--- src/hdl/bpc_pkg.sv ---
// Purpose: Shared constants and types for the boot pin capture block
// Assumes: 32-bit AXI4-Lite register bus, 20 MHz reference clock
// Notes: Offsets are byte addresses within the device configuration region
package bpc_pkg;
	// ----------------------------------------
	// Register map
	// ----------------------------------------
	localparam logic [31:0] BPC_SNAP_LOW_OFS = 32'h4000_0000;
	localparam logic [31:0] BPC_SNAP_HIGH_OFS = 32'h4000_0004;
	localparam logic [31:0] BPC_HOST_CFG_OFS = 32'h4000_0008;
	localparam logic [31:0] BPC_BOOT_VECTOR = 32'h0000_0000;
	localparam logic [31:0] BPC_DMA0_BASE = 32'h5400_0000;
	localparam logic [31:0] BPC_DMA0_END = 32'h54FF_FFFF;
	localparam logic [31:0] BPC_EMU_BASE = 32'h3000_0000;
	localparam logic [31:0] BPC_EMU_END = 32'h3FFF_FFFF;
	// ----------------------------------------
	// Field positions and resets
	// ----------------------------------------
	localparam int BPC_HOST_CS_BIT = 5;
	localparam int BPC_HCFG_BYTE_BIT = 0;
	localparam int BPC_HCFG_FULL_BIT = 1;
	localparam int BPC_HCFG_HOST_NONMULTIPLEXED_BUS_BIT = 2;
	localparam int BPC_DYNAMIC_MEMORY_CONFIG_REGISTER_TOP_LSB = 24;
	localparam logic [7:0] BPC_SNAP_RESET = 8'h00;
	localparam logic [2:0] BPC_HCFG_RESET = 3'h0;
	localparam logic [1:0] BPC_RESP_OKAY = 2'h0;
	localparam logic [1:0] BPC_RESP_SLVERR = 2'h2;
	// ----------------------------------------
	// Types
	// ----------------------------------------
	typedef struct packed {
		logic [7:0] high;
		logic [7:0] low;
	} bpc_pins_t;
	typedef struct packed {
		logic [31:0] data;
		logic [1:0] resp;
	} bpc_rd_t;
endpackage : bpc_pkg

--- src/hdl/bpc_top.sv ---
// Purpose: Boot strap pin capture registers behind an AXI4-Lite slave
// Assumes: Pins are static around reset release; emulator/watchdog resets arrive separately
// Notes: Also decodes audio DMA window and dynamic memory config top-byte writes
//
// Contract
// - After reset instruction fetch starts only at internal ROM address zero.
// - External reset rising edge latches eight pins into low capture bits 7:0.
// - Same edge latches eight pins into high capture, host select at bit 5.
// - Capture bits 31:8 reserved; read zero, software writes zeros.
// - Capture registers reload only on external reset apply and release.
// - Emulator or watchdog reset leaves both capture registers unchanged.
// - Host select low at reset copies three serial pins into host config.
// - Any word address in the audio DMA window reaches its data path; code hits only when all four DMA_STRB_IN lanes are set.
// - Top byte of dynamic memory config accepts byte writes.
//
// The AXI4-Lite slave port was chosen for this implementation.
module bpc_top import bpc_pkg::*; (
	// Clock, reset, enable
	input wire logic REF_CLK_IN,
	input wire logic RESET_N_IN,
	input wire logic CLK_EN_IN,
	input wire logic SOFT_RESET_IN,
	// Boot strap pins
	input wire logic [15:0] BOOT_PINS_IN,
	// Address screening
	input wire logic [31:0] FETCH_ADDR_IN,
	input wire logic [31:0] DMA_ADDR_IN,
	input wire logic [3:0] DMA_STRB_IN,
	output logic FETCH_ALLOWED_OUT,
	output logic DMA_HIT_OUT,
	output logic DYNAMIC_MEMORY_CONFIG_REGISTER_TOP_WE_OUT,
	output logic [7:0] DYNAMIC_MEMORY_CONFIG_REGISTER_TOP_DATA_OUT,
	output logic [2:0] HOST_CFG_OUT,
	output logic BOOT_DONE_OUT,
	// AXI4-Lite slave
	input wire logic [31:0] S_AXI_AWADDR,
	input wire logic S_AXI_AWVALID,
	output logic S_AXI_AWREADY,
	input wire logic [31:0] S_AXI_WDATA,
	input wire logic [3:0] S_AXI_WSTRB,
	input wire logic S_AXI_WVALID,
	output logic S_AXI_WREADY,
	output logic [1:0] S_AXI_BRESP,
	output logic S_AXI_BVALID,
	input wire logic S_AXI_BREADY,
	input wire logic [31:0] S_AXI_ARADDR,
	input wire logic S_AXI_ARVALID,
	output logic S_AXI_ARREADY,
	output logic [31:0] S_AXI_RDATA,
	output logic [1:0] S_AXI_RRESP,
	output logic S_AXI_RVALID,
	input wire logic S_AXI_RREADY
);
	// ----------------------------------------
	// Pin synchroniser and capture
	// ----------------------------------------
	logic [15:0] pin_s1_r, pin_s2_r;
	logic armed_r, armed_nxt;
	logic [1:0] settle_r, settle_nxt;
	bpc_pins_t snap_r, snap_nxt;
	logic [2:0] hcfg_r, hcfg_nxt;

	// Capture runs on the third enabled edge after release; soft reset only stalls the settle count before it
	always_comb begin
		armed_nxt = armed_r;
		snap_nxt = snap_r;
		hcfg_nxt = hcfg_r;
		// Synchroniser holds reset zeros for two edges after release
		if (armed_r && settle_r == 2'h2) begin
			armed_nxt = 1'b0;
			snap_nxt.low = pin_s2_r[7:0];
			snap_nxt.high = pin_s2_r[15:8];
			if (!pin_s2_r[8 + BPC_HOST_CS_BIT]) begin
				hcfg_nxt[BPC_HCFG_BYTE_BIT] = pin_s2_r[7];
				hcfg_nxt[BPC_HCFG_FULL_BIT] = pin_s2_r[6];
				hcfg_nxt[BPC_HCFG_HOST_NONMULTIPLEXED_BUS_BIT] = pin_s2_r[5];
			end
		end
	end

	always_ff @(posedge REF_CLK_IN or negedge RESET_N_IN) begin
		if (!RESET_N_IN) begin
			pin_s1_r <= 16'h0000;
			pin_s2_r <= 16'h0000;
			armed_r <= 1'b1;
			snap_r <= {BPC_SNAP_RESET, BPC_SNAP_RESET};
			hcfg_r <= BPC_HCFG_RESET;
		end else if (CLK_EN_IN) begin
			pin_s1_r <= BOOT_PINS_IN;
			pin_s2_r <= pin_s1_r;
			armed_r <= armed_nxt;
			snap_r <= snap_nxt;
			hcfg_r <= hcfg_nxt;
		end
	end

	// Capture waits two edges so the synchroniser holds real pin levels
	always_comb begin
		settle_nxt = settle_r;
		if (settle_r != 2'h3) begin
			settle_nxt = settle_r + 2'h1;
		end
	end
	always_ff @(posedge REF_CLK_IN or negedge RESET_N_IN) begin
		if (!RESET_N_IN) begin
			settle_r <= 2'h0;
		end else if (CLK_EN_IN && !SOFT_RESET_IN) begin
			settle_r <= settle_nxt;
		end
	end
	// ----------------------------------------
	// Address screening
	// ----------------------------------------
	always_comb begin
		FETCH_ALLOWED_OUT = (FETCH_ADDR_IN == BPC_BOOT_VECTOR) || !armed_r;
		DMA_HIT_OUT = (DMA_ADDR_IN >= BPC_DMA0_BASE) && (DMA_ADDR_IN <= BPC_DMA0_END)
			&& (DMA_STRB_IN == 4'hF);
		BOOT_DONE_OUT = !armed_r;
		HOST_CFG_OUT = hcfg_r;
	end
	// ----------------------------------------
	// AXI4-Lite slave
	// ----------------------------------------
	logic aw_r, aw_nxt, w_r, w_nxt, b_r, b_nxt, r_r, r_nxt;
	logic [31:0] awa_r, awa_nxt, wd_r, wd_nxt;
	logic [3:0] ws_r, ws_nxt;
	logic [1:0] bresp_r, bresp_nxt;
	bpc_rd_t rd_r, rd_nxt;
	logic sdwe_r, sdwe_nxt;
	logic [7:0] sdd_r, sdd_nxt;

	function automatic logic [31:0] bpc_read(input logic [31:0] a, input bpc_pins_t s, input logic [2:0] h);
		logic [31:0] v;
		v = 32'h0000_0000;
		if (a[31:2] == BPC_SNAP_LOW_OFS[31:2]) v = {24'h000000, s.low};
		if (a[31:2] == BPC_SNAP_HIGH_OFS[31:2]) v = {24'h000000, s.high};
		if (a[31:2] == BPC_HOST_CFG_OFS[31:2]) v = {29'h00000000, h};
		return v;
	endfunction : bpc_read

	always_comb begin
		aw_nxt = aw_r;
		w_nxt = w_r;
		awa_nxt = awa_r;
		wd_nxt = wd_r;
		ws_nxt = ws_r;
		b_nxt = b_r;
		bresp_nxt = bresp_r;
		r_nxt = r_r;
		rd_nxt = rd_r;
		sdwe_nxt = 1'b0;
		sdd_nxt = sdd_r;
		if (S_AXI_AWVALID && S_AXI_AWREADY) begin
			aw_nxt = 1'b1;
			awa_nxt = S_AXI_AWADDR;
		end
		if (S_AXI_WVALID && S_AXI_WREADY) begin
			w_nxt = 1'b1;
			wd_nxt = S_AXI_WDATA;
			ws_nxt = S_AXI_WSTRB;
		end
		if (aw_r && w_r && !b_r) begin
			aw_nxt = 1'b0;
			w_nxt = 1'b0;
			b_nxt = 1'b1;
			bresp_nxt = BPC_RESP_OKAY;
			// Capture and config words are read-only; writes are dropped silently
			if (awa_r[31:2] == BPC_SNAP_LOW_OFS[31:2] || awa_r[31:2] == BPC_SNAP_HIGH_OFS[31:2]
				|| awa_r[31:2] == BPC_HOST_CFG_OFS[31:2]) begin
				bresp_nxt = BPC_RESP_OKAY;
			end else if (ws_r[3]) begin
				sdwe_nxt = 1'b1;
				sdd_nxt = wd_r[BPC_DYNAMIC_MEMORY_CONFIG_REGISTER_TOP_LSB +: 8];
			end else begin
				bresp_nxt = BPC_RESP_SLVERR;
			end
		end
		if (S_AXI_BVALID && S_AXI_BREADY) begin
			b_nxt = 1'b0;
		end
		if (S_AXI_ARVALID && S_AXI_ARREADY) begin
			r_nxt = 1'b1;
			rd_nxt.data = bpc_read(S_AXI_ARADDR, snap_r, hcfg_r);
			rd_nxt.resp = (S_AXI_ARADDR[31:2] == BPC_SNAP_LOW_OFS[31:2]
				|| S_AXI_ARADDR[31:2] == BPC_SNAP_HIGH_OFS[31:2]
				|| S_AXI_ARADDR[31:2] == BPC_HOST_CFG_OFS[31:2]) ? BPC_RESP_OKAY : BPC_RESP_SLVERR;
		end else if (S_AXI_RVALID && S_AXI_RREADY) begin
			r_nxt = 1'b0;
		end
	end

	always_ff @(posedge REF_CLK_IN or negedge RESET_N_IN) begin
		if (!RESET_N_IN) begin
			aw_r <= 1'b0;
			w_r <= 1'b0;
			b_r <= 1'b0;
			r_r <= 1'b0;
			awa_r <= 32'h0000_0000;
			wd_r <= 32'h0000_0000;
			ws_r <= 4'h0;
			bresp_r <= BPC_RESP_OKAY;
			rd_r <= '0;
			sdwe_r <= 1'b0;
			sdd_r <= 8'h00;
		end else if (CLK_EN_IN) begin
			aw_r <= aw_nxt;
			w_r <= w_nxt;
			b_r <= b_nxt;
			r_r <= r_nxt;
			awa_r <= awa_nxt;
			wd_r <= wd_nxt;
			ws_r <= ws_nxt;
			bresp_r <= bresp_nxt;
			rd_r <= rd_nxt;
			sdwe_r <= sdwe_nxt;
			sdd_r <= sdd_nxt;
		end
	end

	// Ready only when enabled so a frozen block never takes a beat
	always_comb begin
		S_AXI_AWREADY = CLK_EN_IN && !aw_r && !b_r;
		S_AXI_WREADY = CLK_EN_IN && !w_r && !b_r;
		S_AXI_BVALID = b_r;
		S_AXI_BRESP = bresp_r;
		S_AXI_ARREADY = CLK_EN_IN && !r_r;
		S_AXI_RVALID = r_r;
		S_AXI_RDATA = rd_r.data;
		S_AXI_RRESP = rd_r.resp;
		DYNAMIC_MEMORY_CONFIG_REGISTER_TOP_WE_OUT = sdwe_r;
		DYNAMIC_MEMORY_CONFIG_REGISTER_TOP_DATA_OUT = sdd_r;
	end
endmodule : bpc_top

--- config.mk ---
export PLATFORM = sky130hd
export DESIGN_NAME = bpc_top
export DESIGN_NICKNAME = d
export VERILOG_FILES = /design/src/hdl/bpc_pkg.sv /design/src/hdl/bpc_top.sv
export SDC_FILE = /design/constraint.sdc
export NUM_CORES = 1
export LEC_CHECK = 0
export BUFFER_PORTS_ARGS = -buffer_cell sky130_fd_sc_hd__clkbuf_2
export CAP_MARGIN = 20
export CORE_MARGIN = 4
export CORE_UTILIZATION = 46
export CTS_CLUSTER_SIZE = 12
export DETAILED_ROUTE_END_ITERATION = 10
export MAX_ROUTING_LAYER = met4
export PLACE_DENSITY = 0.88
export SLEW_MARGIN = 20
export SYNTH_ARGS = -nofsm -noshare
export SYNTH_HDL_FRONTEND = slang
export SYNTH_SLANG_ARGS = --single-unit
--- constraint.sdc ---
create_clock -name REF_CLK_IN -period 2 [get_ports REF_CLK_IN]
set_input_delay 0.4 -clock REF_CLK_IN [delete_from_list [all_inputs] [get_ports REF_CLK_IN]]
set_output_delay 0.4 -clock REF_CLK_IN [all_outputs]
set_load 0.01 [all_outputs]
Yosys cells after proc, flatten, opt, wreduce, memory -nomap -nowiden --
Cells that the tools add are included.
Storage, ports and cells: output and inout bits 56, flip-flop bits (word level) 171, input port bits 193
Cells by class: equal/unequal tests 9, add/sub/neg operators 1, multiplexer cells 17, bitwise gates (word level) 2, magnitude comparators 2, reductions and logical operators 44
Operators by type and width (number):
- $eq A30 B29 Y1 const B | 6
- $mux W32 | 2
- $ge A32 B31 Y1 const B | 1
- $le A32 B31 Y1 const B | 1
- $logic_not A32 Y1 | 1
- $reduce_and A2 Y1 | 10
- $logic_and A1 B1 Y1 | 16
- $mux W1 | 11
- $mux W8 | 1
- $reduce_bool A2 Y1 | 4
- $logic_not A1 Y1 | 6
- $mux W2 | 3
- $logic_or A1 B1 Y1 | 5
- $eq A4 B4 Y1 const B | 1
- $reduce_and A4 Y1 | 1
- $reduce_and A3 Y1 | 1
- $add A2 B1 Y2 const B | 1
- $eq A2 B2 Y1 const B | 1
- $ne A2 B2 Y1 const B | 1
- $not A1 Y1 | 2

Depth between registers and ports, before layout --
Gate-level depths: netlist (run 1).
depth after elaboration 6, depth in mapped cells 7, mapped depth without buffers 5

Worst setup path after synthesis (run 1) --
OpenSTA, ideal clock, no wires.
kind input to output, from in DMA_ADDR_IN[31], to out DMA_HIT_OUT, buffers on the path 0, required time 1.600 ns, stages 2, path slack 0.219 ns, data arrival time 1.381 ns, cells stage by stage or4b_2 > nor3_1
On the way: longest elaborated chain between the ends 3, elaborated cells between the ends (all ways) 4
RTL lines:
- start: declaration | RTL line bpc_top.sv:27 | input wire logic [31:0] DMA_ADDR_IN,
- $ge A32 B31 Y1 or $le A32 B31 Y1 (tied branches) | RTL line bpc_top.sv:116 | DMA_HIT_OUT = (DMA_ADDR_IN >= BPC_DMA0_BASE) && (DMA_ADDR_IN <= BPC_DMA0_END)
- $logic_and A1 B1 Y1 (*) | RTL line bpc_top.sv:116
- $logic_and A1 B1 Y1 (*) | RTL line bpc_top.sv:117 | && (DMA_STRB_IN == 4'hF);
- end: declaration | RTL line bpc_top.sv:30 | output logic DMA_HIT_OUT,
Every way passes the cells marked *; elsewhere a longest branch is shown, timed or not.

Worst setup path in the final report (run 1) --
Ends and elaborated chain as after synthesis.

==> flow_summary.ini, run 1 <==
[status]
status = finished, final reports clean

[setup_path]
cp.arrival_ps = 1480
r2r_end = DYNAMIC_MEMORY_CONFIG_REGISTER_TOP_DATA_OUT[7]$_DFFE_PN0P_
crit_type = in2out
rr_worst_depth = 4
endpoint = DMA_HIT_OUT
r2r_slack_ps = 140
reg2reg_from = awa_r[21]$_DFFE_PN0P_
critical_path_required_ps = 1600
critPathMaxFanout = 1
cp-start-kind = primary input
worstSetupStartpoint = DMA_ADDR_IN[31]
endpoint_kind = output pin

[placement]
place.gp.congestion = 0.867
hpwl_mm = 8.12
dp_cells = 659
io_buffers = 167

[synthesis]
async_reset_ff_frac = 1.00
yosysMostFrequentCell = dfrtp_1
yosys-top-cells-count = 115 x dfrtp_1, 97 x mux2_2, 29 x buf_4, 19 x nor4_1, 18 x nand2_1
syn_area_um2 = 4970
synth_edf_count = 0
avgSynthCellArea_um2 = 13.7
synthFlopType = dfrtp_1
synth_top_cell_by_area = dfrtp_1
ys_seq_elements = 116
ys_seq_area_frac = 0.584
synth_cell_types = 36
synth_top_area_frac = 0.579
ys_warn_count = 0
synthTopCellsByArea = dfrtp_1 58%, mux2_2 22%, buf_4 4.4%
synthesis.instances = 363

[sta]
fin_crit_ps = 1880
drv_slew = 0
fin_worst_skew_ps = 6.99
rsz0062_at_grt = no
hold_viol_final = 0
max_freq_ghz = 0.531
post-route-period-util = 0.942
setup_viol = 0
final.setup.tns_ps = 0

[floorplanning]
initial_core_util = 0.477
die_width_um = 112
fp.dieH_um = 112
pin_count = 249
core.rowCount = 37
dieArea_um2 = 12500
core_um2 = 10400

[clock_network]
clkTransAtPathRegs_ps = 60
cts_max_level = 4
cts_setup_buffers = 0
ctsHoldBuffers = 1
cts_sinks = 116
cts_made_buffers = 17
cts_buffer_depth = 2
cts_root_buf = clkbuf_8
clock_latency_ps = 500
cts_tree = built
ctsResizeCount = 0

[drt]
vias = 3474
drc = 0
ant_nets = 0
first_pass_iters = 4
avgRoutedWirePerCell_um = 16.0
wl_mm = 11.1
drtIter0Drc = 117
viasPerCell = 5.02

[run]
drv_cap = 0

[layout]
fillCellCount = 784
layoutNonFillerInstCount = 692
diodes = 0
multi_input_area_um2 = 1880
fin_nets = 738
area_growth_pct = 31.4
layout.area.seq_um2 = 2900
layout-drive-gt1-share = 0.554

[global_route]
antenna_found_initial = 0
grt_pass1_wl_mm = 18.3
grt_start_max_net_pins = 44
grt_overflow = 0
track_usage = 0.186
grt_pass1_vias = 3855

[worst_hold_path]
worstHoldPathType = in2reg

[pwr]
p_leak_nw = 3.18
vdd_drop_max_v = 0.000851
power_density_nw_per_um2 = 1280
-- power breakdown --
part           leakage, nW  internal (W)  switching [W]
registers             1.41       0.00316       0.000474
clock network        0.292       0.00193        0.00113
logic                 1.47      0.000972       0.000682
total                 3.18       0.00606        0.00229
-- critical path: stages --
cell      delay (ps)
clkbuf_2          80
or4b_2           650
nor3_1           190
clkbuf_2         160
-- registers in the layout, summed over array words and instances, names as in the netlist, 2 cells and up --
name and flops:
awa_r 30, settle_r 2, S_AXI_RDATA 8, pin_s1_r 16
HOST_CFG_OUT 3, DYNAMIC_MEMORY_CONFIG_REGISTER_TOP_DATA_OUT 8, wd_r 8, snap_r 16
pin_s2_r 16
-- cell type report --
cell class	instances	share of cell area
sequential	116	0.445
timing repair buffer	175	0.146
inverter	4	0.00230
multi-input combinational	229	0.288
clock buffer	17	0.0634
clock inverter	15	0.0299
tap	136	0.0261
-- metrics by stage --
step                      total power, W  hold WS (ps)   util  cell area (um2)  worst slack, ps
after floorplan                  0.00468           104      -             5060              219
after global placement           0.00516           378  0.567             5910              126
after CTS                        0.00846          99.1  0.627             6530              102
after detailed placement         0.00532           381  0.567             5910              118
after global routing             0.00885           101  0.627             6530             25.5
final                            0.00835           127  0.627             6530              116
-- worst min-delay path by stage --
| stage | startpoint | endpoint | slack (ps) | cells past startpoint |
|---|---|---|---|---|
| CTS | S_AXI_AWADDR[5] | awa_r[5]$_DFFE_PN0P_ | 100 | 2 |
| global placement | RESET_N_IN | S_AXI_RDATA[6]$_DFFE_PN0P_ | 380 | 1 |
| global route | BOOT_PINS_IN[12] | pin_s1_r[12]$_DFFE_PN0P_ | 100 | 2 |
| finish | S_AXI_AWADDR[5] | awa_r[5]$_DFFE_PN0P_ | 130 | 2 |
| detailed placement | RESET_N_IN | S_AXI_RDATA[3]$_DFFE_PN0P_ | 380 | 1 |
| floorplan | RESET_N_IN | DYNAMIC_MEMORY_CONFIG_REGISTER_TOP_DATA_OUT[0]$_DFFE_PN0P_ | 100 | 0 |
-- layout by cell type, fill, tap and decap left out, types with 4 or more instances in the layout --
cell,Yosys,final
inv_6,0,5
nand2_1,18,18
o31ai_1,9,9
clkinv_4,0,4
nor2_1,12,12
inv_1,4,4
conb_1,1,26
nor4_1,19,19
clkbuf_2,0,166
clkbuf_16,0,16
buf_4,29,4
nand4_1,5,5
mux2i_1,5,5
nand3_1,4,4
buf_12,0,4
mux2_2,97,97
dfrtp_1,115,115
-- routing by layer --
layer	GRT usage	share of wire	up-vias
met5	-	0	-
met4	0.0553	0.011	0
met3	0.0668	0.084	11
met2	0.312	0.52	148
met1	0.209	0.39	1698
li1	-	-	1617
-- cells by family (layout without fill, tap and decap cells) --
group | after synthesis | in the layout | share of synthesized area
compound gates | 21 | 21 | 0.0330
other cells | 1 | 26 | 0.000755
mux | 103 | 103 | 0.232
xor+xnor | 1 | 1 | 0.00176
fa+ha+maj | 2 | 2 | 0.00504
flops | 116 | 116 | 0.584
buf+inv | 43 | 211 | 0.0564
simple gates | 76 | 76 | 0.0864
No activity file was read; power rests on OpenSTA's default activity.
==> run 2: changes to the inputs <==
BUFFER_PORTS_ARGS = -buffer_cell sky130_fd_sc_hd__buf_2   (was -buffer_cell sky130_fd_sc_hd__clkbuf_2)
==> run 2 against run 1 <==
Effect of this change: non-clock buffer count is the same; total power shrank 3.1%; clock skew grew 4.3 ps; final cell count is the same; critical path depth is the same; largest power group unchanged.
==> flow_summary.ini, run 2 (synthesized netlist as in run 1, its figures left out) <==
[sta]
final.setup.tns_ps = 0
rsz0062_at_grt = no
post-route-period-util = 0.961
max_freq_ghz = 0.520
setup_viol = 0
fin_worst_skew_ps = 11.3
hold_slack_ps = 117
fin_crit_ps = 1920
drv_slew = 0
hold_viol_final = 0

[clock_network]
cts_tree = built
cts_sinks = 116
cts_setup_buffers = 0
ctsResizeCount = 0
clkTransAtPathRegs_ps = 60
cts_root_buf = clkbuf_8
cts_buffer_depth = 2
cts_made_buffers = 17
clock_latency_ps = 510
cts_max_level = 4

[drt]
top_layer = met4
drc = 0
wl_met3_mm = 1.07
viasPerCell = 5.12
wl_mm = 11.2
ant_nets = 0
first_pass_iters = 4
drtIter0Drc = 147
met1Wirelength_mm = 4.28
wl_met2_mm = 5.65
vias = 3541
avgRoutedWirePerCell_um = 16.2

[placement]
hpwl_mm = 8.33
place.gp.congestion = 0.875
dp_cells = 659
io_buffers = 167
dpl-instance-area_um2 = 5910

[setup_path]
cpPeakStageDelay_ps = 650
critical_path_required_ps = 1600
cp_num_buf_inv = 2
critPathMaxFanout = 1
cp.arrival_ps = 1520
worst_path_most_repeated_cell = buf_2
crit_cells = 4
cp-start-kind = primary input
crit_slowest_cell = or4b_2
endpoint_kind = output pin
rr_worst_depth = 4
crit_type = in2out
cp_top_family = simple AND/OR/NAND/NOR gates
crit_chain = buf_2 > or4b_2 > nor3_1 > buf_2

[global_route]
antenna_found_initial = 0
grt_start_max_net_pins = 45
grt_pass1_vias = 3898
track_usage = 0.194
grt_overflow = 0
grt_pass1_wl_mm = 18.9

[run]
drv_cap = 0

[floorplanning]
dieArea_um2 = 12500
fp.dieH_um = 112
initial_core_util = 0.477
pin_count = 249
core_um2 = 10400
core.rowCount = 37
die_width_um = 112

[layout]
diodes = 0
area_growth_pct = 30.3
layout-drive-gt1-share = 0.554
layoutNonFillerInstCount = 692
fin_nets = 738
layout_common_cells = 166 x buf_2, 115 x dfrtp_1, 97 x mux2_2, 26 x conb_1, 19 x nor4_1
largest_reg_flops = 30
layout_commonest_cell = buf_2
design_area_um2 = 6470
largest_register = awa_r

[pwr]
vdd_drop_max_v = 0.000816
power_density_nw_per_um2 = 1250
p_leak_nw = 3.13

[status]
status = finished, final reports clean

[worst_hold_path]
min_path_cells = 2
worstHoldPathType = in2reg
run 2: cell count changes in the layout (fill, tap and decap cells not counted), moves of 2 or more:
cell / previous run / this run
clkinv_4: 4 / 1
clkinvlp_4: 2 / 5
clkbuf_2: 166 / 0
clkinv_2: 0 / 3
bufinv_16: 3 / 1
buf_2: 0 / 166
run 2: final timing paths:
check	startpoint	end	slack [ps]
min in group asynchronous	RESET_N_IN	S_AXI_RDATA[3]$_DFFE_PN0P_	370
min	BOOT_PINS_IN[14]	pin_s1_r[14]$_DFFE_PN0P_	120
max	DMA_ADDR_IN[31]	DMA_HIT_OUT	80
max in group asynchronous	RESET_N_IN	awa_r[22]$_DFFE_PN0P_	1040
min reg2reg	S_AXI_BRESP[1]$_DFFE_PN0P_	S_AXI_BRESP[1]$_DFFE_PN0P_	470
max reg2reg	awa_r[10]$_DFFE_PN0P_	DYNAMIC_MEMORY_CONFIG_REGISTER_TOP_DATA_OUT[3]$_DFFE_PN0P_	140
run 2: per-stage QoR:
| step | setup WS (ps) | utilization | total power [W] |
|---|---|---|---|
| 6_report | 77.0 | 0.621 | 0.00809 |
| 5_1_grt | 8.37 | 0.621 | 0.00856 |
| 4_1_cts | 64.5 | 0.621 | 0.00819 |
| 3_5_place_dp | 64.5 | 0.567 | 0.00534 |
| 3_3_place_gp | 126 | 0.567 | 0.00515 |
| 2_1_floorplan | 219 | - | 0.00468 |
run 2: cell type report:
cell class | instances | area, um2
clock buffers | 18 | 428
clock inverters | 14 | 126
fillers | 787 | 3940
inverters | 4 | 15.0
multi-input cells | 229 | 1880
flip-flops and latches | 116 | 2900
well taps | 136 | 170
repair buffers | 175 | 951
run 2: timing repair:
action,4_1_cts,5_1_grt
hold buffers,1,0
endpoints found under the setup margin,0,8
endpoints found under the hold margin,29,0
run 2: routing by layer:
layer  up-vias  track usage
li1       1629            -
met1      1714        0.217
met2       175        0.327
met3        23       0.0701
met4         0       0.0585
met5         -            -
run 2: where the power goes:
group	leakage, nW	switching [W]	internal, W	total, W
Clock	0.260	0.00112	0.00169	0.00280
Sequential	1.41	0.000481	0.00316	0.00364
Combinational	1.45	0.000678	0.000975	0.00165
==> run 3: changes to the inputs <==
==> constraint.sdc (replaced) <==
create_clock -name REF_CLK_IN -period 2 [get_ports REF_CLK_IN]
set_input_delay 0.4 -clock REF_CLK_IN [delete_from_list [all_inputs] [get_ports REF_CLK_IN]]
set_output_delay 0.4 -clock REF_CLK_IN [all_outputs]
set_load 0.02 [all_outputs]
==> run 3 against run 2 <==
Effect of this change: total power grew 1.0%; wire length decreased by 1.7%; final cell count unchanged; sequential power about the same; sequential share of layout area is essentially flat; via count is 1.9% lower; sequential cell count unchanged; clock skew fell by 1.9 ps; count of clock-buffer cells in the layout down 1; critical path type unchanged; critical endpoint unchanged.
==> flow_summary.ini, run 3 (synthesized netlist as in run 1, its figures left out) <==
[clock_network]
cts_made_buffers = 17
clock_latency_ps = 500
cts_sinks = 116
cts_buffer_depth = 2
cts_setup_buffers = 0
cts_tree = built
ctsHoldBuffers = 1
cts_root_buf = clkbuf_8
cts_max_level = 4
clkTransAtPathRegs_ps = 60
ctsResizeCount = 0

[global_route]
track_usage = 0.185
grt_util_met1 = 0.214
grt_pass1_wl_mm = 18.1
grt_start_max_net_pins = 44
met3_usage = 0.0560
grt_pass1_vias = 3789
antenna_found_initial = 0
met2_usage = 0.314
busiest_layer = met2
grt_overflow = 0

[run]
drv_cap = 0

[setup_path]
crit_type = in2out
critical_path_required_ps = 1600
cp.arrival_ps = 1530
critPathMaxFanout = 1
cp-start-kind = primary input
endpoint_kind = output pin

[pwr]
p_leak_nw = 3.12
power_density_nw_per_um2 = 1260
vdd_drop_max_v = 0.000766

[drt]
viasPerCell = 5.02
drtIter0Drc = 128
avgRoutedWirePerCell_um = 15.9
vias = 3474
wl_mm = 11.0
drc = 0
first_pass_iters = 5
ant_nets = 0

[placement]
place_ws_ps = 79.2
dpl-instance-area_um2 = 5910
hpwl_mm = 8.24
io_buffers = 167
place.gp.congestion = 0.877

[worst_hold_path]
worstHoldPathType = in2reg

[layout]
area_growth_pct = 30.2
multi_input_area_um2 = 1880
fillCellCount = 790
fin_nets = 738
layout_common_cells = 166 x buf_2, 115 x dfrtp_1, 97 x mux2_2, 26 x conb_1, 19 x nor4_1
design_area_um2 = 6470
largest_reg_flops = 30
layout-drive-gt1-share = 0.554
layout_commonest_cell = buf_2
largest_register = awa_r
diodes = 0
layout.area.seq_um2 = 2900

[floorplanning]
core.rowCount = 37
core_um2 = 10400
fp.dieH_um = 112
die_width_um = 112
dieArea_um2 = 12500
pin_count = 249
initial_core_util = 0.477

[sta]
max_freq_ghz = 0.519
finalWorstSetupSlack_ps = 73.2
fin_worst_skew_ps = 9.35
hold_viol_final = 0
drv_slew = 0
rsz0062_at_grt = no
setup_viol = 0
fin_crit_ps = 1930
post-route-period-util = 0.963
final.setup.tns_ps = 0

[status]
status = finished, final reports clean
[run 3: report_power, final]
part	switching, W	total, W	internal (W)	leakage, nW
Clock	0.00110	0.00275	0.00165	0.256
Sequential	0.000472	0.00363	0.00316	1.41
Combinational	0.000822	0.00180	0.000974	1.45
[run 3: worst max-delay path: stages]
cell and delay (ps):
buf_2 90, or4b_2 650, nor3_1 190, buf_2 190
[run 3: path summary, 6_finish.rpt]
check,slack [ps],startpoint,endpoint,cells past startpoint
max reg2reg,120,awa_r[10]$_DFFE_PN0P_,DYNAMIC_MEMORY_CONFIG_REGISTER_TOP_DATA_OUT[5]$_DFFE_PN0P_,4
max in group asynchronous,980,RESET_N_IN,armed_r$_DFFE_PN1P_,3
max,70,DMA_ADDR_IN[31],DMA_HIT_OUT,4
min in group asynchronous,410,RESET_N_IN,snap_r[14]$_DFFE_PN0P_,2
min,120,S_AXI_AWADDR[5],awa_r[5]$_DFFE_PN0P_,2
min reg2reg,490,S_AXI_RDATA[3]$_DFFE_PN0P_,S_AXI_RDATA[3]$_DFFE_PN0P_,2
[run 3: metrics by stage]
stage	power, W	hold slack (ps)	util	std cells
5_1_grt	0.00863	103	0.621	692
4_1_cts	0.00826	90.5	0.621	692
6_report	0.00818	122	0.621	692
3_3_place_gp	0.00530	393	0.567	659
2_1_floorplan	0.00483	104	-	388
3_5_place_dp	0.00547	390	0.567	659
[run 3: final cells by class]
class,count,area share
multi-input cells,229,0.290
repair buffers,175,0.147
clock inverters,15,0.0209
inverters,4,0.00232
well taps,136,0.0263
flip-flops and latches,116,0.449
clock buffers,17,0.0640
[run 3: layer usage]
metal,part of all wire,vias to the layer above
met5,0,-
met3,0.082,7
li1,-,1628
met4,0.0045,0
met1,0.39,1685
met2,0.52,154
